[src/rtl/eoc_cfg.svh]
// register map, field positions and mode codes of the external oscillator control
`ifndef EOC_CFG_SVH
`define EOC_CFG_SVH

`define EOC_CTRL_ADDR     8'hb1
`define EOC_CTRL_RST      8'h00
`define EOC_VLD_BIT       7
`define EOC_MODE_MSB      6
`define EOC_MODE_LSB      4
`define EOC_RSVD_BIT      3
`define EOC_BIAS_MSB      2
`define EOC_BIAS_LSB      0

`define EOC_MODE_OFF0     3'h0
`define EOC_MODE_OFF1     3'h1
`define EOC_MODE_CMOS     3'h2
`define EOC_MODE_CMOS_D2  3'h3
`define EOC_MODE_RC       3'h4
`define EOC_MODE_CAP      3'h5
`define EOC_MODE_XTAL     3'h6
`define EOC_MODE_XTAL_D2  3'h7

`define EOC_SRC_EXT       3'h1

`endif

[src/rtl/eoc_pkg.sv]
// types of the external oscillator control block
package eoc_pkg;

   typedef struct packed {
      logic [2:0] mode;
      logic [2:0] bias;
      logic       stb_meta;
      logic       stb_sync;
      logic       clk_meta;
      logic       clk_sync;
      logic       clk_prev;
      logic       half;
      logic       osc_out;
      logic [7:0] rdata;
   } eoc_state_t;

endpackage

[src/rtl/eoc_ctrl.sv]
// external oscillator control register, mode decode and valid flag
`include "eoc_cfg.svh"

module eoc_ctrl (
   // clock and reset
   input  wire logic       core_clk_i,
   input  wire logic       sys_rst_i,
   // special-function register port
   input  wire logic [7:0] sfr_addr_i,
   input  wire logic       sfr_wr_i,
   input  wire logic       sfr_rd_i,
   input  wire logic [7:0] sfr_wdata_i,
   output logic      [7:0] sfr_rdata_o,
   // analog oscillator side
   input  wire logic       osc_stable_i,
   input  wire logic       ext_clk_i,
   output logic            osc_enable_o,
   output logic            cmos_mode_o,
   output logic            rc_mode_o,
   output logic            cap_mode_o,
   output logic            xtal_mode_o,
   output logic            div2_sel_o,
   output logic      [2:0] ext_osc_bias_code_o,
   output logic            ext_clock_valid_flag_o,
   // system clock selection
   input  wire logic [2:0] sysclk_source_select_i,
   output logic            sysclk_ext_sel_o,
   output logic            sysclk_src_o
);

   eoc_pkg::eoc_state_t state_ff;
   eoc_pkg::eoc_state_t nxt_state;

   logic       ctrl_hit;
   logic       is_div2;
   logic       clk_rise;
   logic       valid;
   logic [7:0] ctrl_rd;

   assign ctrl_hit = (sfr_addr_i == `EOC_CTRL_ADDR);
   assign is_div2  = (state_ff.mode == `EOC_MODE_CMOS_D2) ||
                     (state_ff.mode == `EOC_MODE_XTAL_D2);
   assign clk_rise = state_ff.clk_sync & ~state_ff.clk_prev;

   // only RC, capacitor and crystal codes (1xx) report status; CMOS and off give zero
   assign valid = state_ff.mode[2] & state_ff.stb_sync;

   always_comb begin
      ctrl_rd = 8'h00;
      ctrl_rd[`EOC_VLD_BIT] = valid;
      ctrl_rd[`EOC_MODE_MSB:`EOC_MODE_LSB] = state_ff.mode;
      ctrl_rd[`EOC_BIAS_MSB:`EOC_BIAS_LSB] = state_ff.bias;
   end

   always_comb begin
      nxt_state = state_ff;
      // status and clock pins pass two flops first
      nxt_state.stb_meta = osc_stable_i;
      nxt_state.stb_sync = state_ff.stb_meta;
      nxt_state.clk_meta = ext_clk_i;
      nxt_state.clk_sync = state_ff.clk_meta;
      nxt_state.clk_prev = state_ff.clk_sync;
      // valid bit and reserved bit are not stored
      if (sfr_wr_i && ctrl_hit) begin
         nxt_state.mode = sfr_wdata_i[`EOC_MODE_MSB:`EOC_MODE_LSB];
         nxt_state.bias = sfr_wdata_i[`EOC_BIAS_MSB:`EOC_BIAS_LSB];
      end
      // halving stage toggles on each rising input edge in the two halving modes, held at zero in all others
      if (!is_div2) begin
         nxt_state.half = 1'b0;
      end else if (clk_rise) begin
         nxt_state.half = ~state_ff.half;
      end
      case (state_ff.mode)
         `EOC_MODE_CMOS,
         `EOC_MODE_RC,
         `EOC_MODE_CAP,
         `EOC_MODE_XTAL: begin
            nxt_state.osc_out = state_ff.clk_sync;
         end
         `EOC_MODE_CMOS_D2,
         `EOC_MODE_XTAL_D2: begin
            nxt_state.osc_out = state_ff.half;
         end
         default: begin
            nxt_state.osc_out = 1'b0;
         end
      endcase
      nxt_state.rdata = (sfr_rd_i && ctrl_hit) ? ctrl_rd : 8'h00;
   end

   always_ff @(posedge core_clk_i) begin
      if (sys_rst_i) begin
         state_ff <= '0;
      end else begin
         state_ff <= nxt_state;
      end
   end

   // outputs
   assign sfr_rdata_o            = state_ff.rdata;
   assign osc_enable_o           = |state_ff.mode[2:1];
   assign cmos_mode_o            = (state_ff.mode[2:1] == 2'b01);
   assign rc_mode_o              = (state_ff.mode == `EOC_MODE_RC);
   assign cap_mode_o             = (state_ff.mode == `EOC_MODE_CAP);
   assign xtal_mode_o            = (state_ff.mode[2:1] == 2'b11);
   assign div2_sel_o             = is_div2;
   assign ext_osc_bias_code_o    = state_ff.bias;
   assign ext_clock_valid_flag_o = valid;
   assign sysclk_ext_sel_o       = (sysclk_source_select_i == `EOC_SRC_EXT);
   assign sysclk_src_o           = sysclk_ext_sel_o & state_ff.osc_out;
endmodule

[config.mk]
export PLATFORM = sky130hd
export DESIGN_NAME = eoc_ctrl
export DESIGN_NICKNAME = d
export VERILOG_FILES = /design/src/rtl/eoc_pkg.sv /design/src/rtl/eoc_ctrl.sv
export VERILOG_INCLUDE_DIRS = /design/src /design/src/rtl
export SDC_FILE = /design/constraint.sdc
export NUM_CORES = 1
export LEC_CHECK = 0
export BUFFER_PORTS_ARGS = -buffer_cell sky130_fd_sc_hd__buf_2
export CORE_ASPECT_RATIO = 1.2
export CORE_MARGIN = 10
export CORE_UTILIZATION = 44
export DETAILED_ROUTE_END_ITERATION = 7
export GPL_TIMING_DRIVEN = 0
export PLACE_DENSITY = 0.86
export SETUP_SLACK_MARGIN = 0.3
export SYNTH_ARGS = -nofsm -noshare
export SYNTH_HDL_FRONTEND = slang
export SYNTH_SLANG_ARGS = --single-unit
[constraint.sdc]
create_clock -name core_clk_i -period 1.78 [get_ports core_clk_i]
set_clock_uncertainty 0.1 [all_clocks]
set_input_delay 0.089 -clock core_clk_i [delete_from_list [all_inputs] [get_ports core_clk_i]]
set_output_delay 0.089 -clock core_clk_i [all_outputs]
set_load 0.01 [all_outputs]
==> results.md <==
* Post-synthesis sequential area ratio at 0.4494
* Max-cap violation count at 0
* Kind of critical path: reg2out
* Run status: complete, no violations
* Final wirelength at 1.934 mm
* Gpl congestion at 0.6155
* CP startpoint kind: flip-flop
* H-tree levels at 1
* Clock-pin slew on the worst setup and hold paths at 0.11 ns
* RSZ-0062 raised after global routing: no
* Post-synth cell types at 20
* Max Fclk at 0.7793 GHz
* DRC violations left at 0
* Flops & latches, synth at 20
* Starting Density at 0.4706
* CTS tree: built
* Min-Delay Startpoint: sys_rst_i
* Post-DRT Antenna Nets at 0
* Fillers at 150
* Initial DRT Pass Iterations at 4
* Area growth, synth to finish at 38.34%
* Share of cells above drive strength 1 at 0.4420
* Via count at 703
* Crit-path max FO at 8
* Final-stage net count at 164
* Largest net degree at the start of global routing at 12
* Routed len/inst at 12.32 um
* WP data required at 1.59 ns
* CTS Buffer Depth at 2
* Clk sinks at 20
* CTS Buf Count at 3
* Reg2reg start: ctrl_rd[5]$_SDFFE_PP0P_
* Rows at 17
* Final core utilization at 0.6510
* Power density over the cells at 639.3 nW/um^2
* Syn avg cell area at 10.36 sq um
* Slack of the critical path at 0.4968 ns
* Tmin final at 1.283 ns
* Detail-routed via count per cell at 4.478
* Final Hold Fails at 0
* Post-Place Worst Slack at 0.2714 ns
* Post-synthesis instance total at 86
* Leak pwr at 0.6357 nW
* I/O Buffers at 40
* Detailed router's first-iteration violation count at 7
* Critical Path AT at 1.09 ns
* Total negative slack at 0 ns
* CP endpoint kind: output pin
* Maximum vdd drop at 0.0004142 V
* N_diodes at 0
* Vias in the first global route at 718
* Total power draw at 0.0007879 W
* Die area at 4232 sq um
* Period utilization at 0.7209
* Gr usage total at 0.09930
* Antenna violations before repair at 0
* Die Span Y at 69.29 um
* Total congestion overflow at 0
* Area of the multi-input gates at 371.6 sq um
* Hold-critical path depth at 2
* Ys Warns at 0
* Die W at 61.08 um
* Ports at 45
* Postcts setup bufs at 0
* Cell Area, Synth at 890.9 sq um
* Mapped Nets at 111
* Setup Viol. Count Final at 0
* Pins Over Slew Limit at 0
* Hold Path Class: in2reg
* FF/Latch Area at 401.6 sq um
* First-pass GRT wire length at 3.208 mm
* Core box area at 1893 sq um
* RR Endpoint: state_ff[8]$_SDFF_PP0_
* Worst-case hold path end point: state_ff[13]$_SDFF_PP0_
* Reg2reg path depth at 3
* Detailed-placement wirelength estimate at 1.531 mm
* Root Buffer: clkbuf_4
* Reg-to-reg setup timing slack at 0.74 ns
* Worst-Skew Late Latency at 0.30 ns
logic make-up (layout without fill, tap and decap cells):
logic type,after synthesis,count (layout),synth area share
simple gates,40,40,0.3244
flops,20,20,0.4494
buf+inv,17,69,0.1334
mux,7,7,0.07865
other cells,1,1,0.004209
xor+xnor,1,1,0.009833
Yosys cell counts:
cell / number / area [sq um]
and2_1: 10 / 62.56
and3b_1: 1 / 8.760
buf_4: 11 / 82.58
bufinv_8: 1 / 17.52
clkbuf_1: 2 / 7.510
conb_1: 1 / 3.750
dfxtp_1: 20 / 400.4
inv_1: 3 / 11.26
mux2i_1: 7 / 70.07
nand2_1: 1 / 3.750
nand2b_1: 12 / 75.07
nand4b_2: 1 / 15.01
nor2_1: 1 / 3.750
nor2b_1: 7 / 43.79
nor3_1: 2 / 10.01
nor3_4: 1 / 16.27
nor3b_1: 2 / 15.01
nor4_4: 1 / 21.27
or4b_4: 1 / 13.76
xnor2_1: 1 / 8.760
worst max-delay path, cell delays in order (launching register included):
cell	delay (ns)
dfxtp_1	0.45
and3b_1	0.20
buf_2	0.13
state kept, by name, indices dropped and copies added, names as in the netlist:
name,count
ctrl_rd,3
nxt_state,3
sfr_rdata_o,7
state_ff,4
ext_osc_bias_code_o,3
power by group:
group | switching, W | internal, W | total (W)
combinational | 0.0000250 | 0.0000471 | 0.0000721
clock | 0.000137 | 0.000125 | 0.000262
sequential | 0.00000137 | 0.000452 | 0.000454
total | 0.000164 | 0.000624 | 0.000788
metal layers:
metal  vias to the layer above  track usage  part of all wire
met5                         -            0                 0
met4                         0      0.05290             0.021
met3                         4      0.02925             0.067
met2                        20       0.1775              0.56
met1                       313      0.09444              0.35
li1                        366            -                 -
what timing repair did:
item	4_1_cts	5_1_grt
hold buffers	8	0
endpoints found under the hold margin	8	0
endpoints found under the setup margin	0	1
gates resized for setup	0	1
layout by cell type, fill, tap and decap left out, types with 2 or more instances in the layout:
master and instances:
buf_2 40, nor3b_1 2, nor2b_1 7, mux2i_1 7
dfxtp_1 19, buf_4 11, clkbuf_1 2, nor3_1 2
dlygate4sd3_1 8, and2_1 10, clkbuf_4 3, nand2b_1 12
inv_1 3
final cells by class:
class                           count  area share
Timing Repair Buffer               48      0.2274
Tap cell                           19     0.01929
Inverter                            4     0.02335
Buffer                             13     0.07310
Sequential cell                    20      0.3259
Clock buffer                        4     0.02944
Multi-Input combinational cell     49      0.3015
how the worst max path moves through the flow:
stage | slack (ns) | end | cells past startpoint | start
floorplan | 0.47 | ctrl_rd[4]$_SDFFE_PP0P_ | 3 | sfr_addr_i[1]
global placement | 0.29 | ctrl_rd[5]$_SDFFE_PP0P_ | 4 | sfr_addr_i[1]
detailed placement | 0.27 | ext_osc_bias_code_o[1]$_SDFFE_PP0P_ | 4 | sfr_addr_i[1]
CTS | 0.44 | rc_mode_o | 2 | ctrl_rd[6]$_SDFFE_PP0P_
global route | 0.35 | rc_mode_o | 2 | ctrl_rd[5]$_SDFFE_PP0P_
finish | 0.50 | cap_mode_o | 2 | ctrl_rd[5]$_SDFFE_PP0P_
per-stage QoR:
stage	hold WS, ns	cells	instance area [sq um]
after floorplan	0.1172	86	890.9
after detailed placement	0.2058	145	1115
after CTS	0.04400	157	1231
after global placement	0.1989	145	1115
after global routing	0.07243	157	1232
final	0.04297	157	1232
Power figures use the tool's default switching activity.
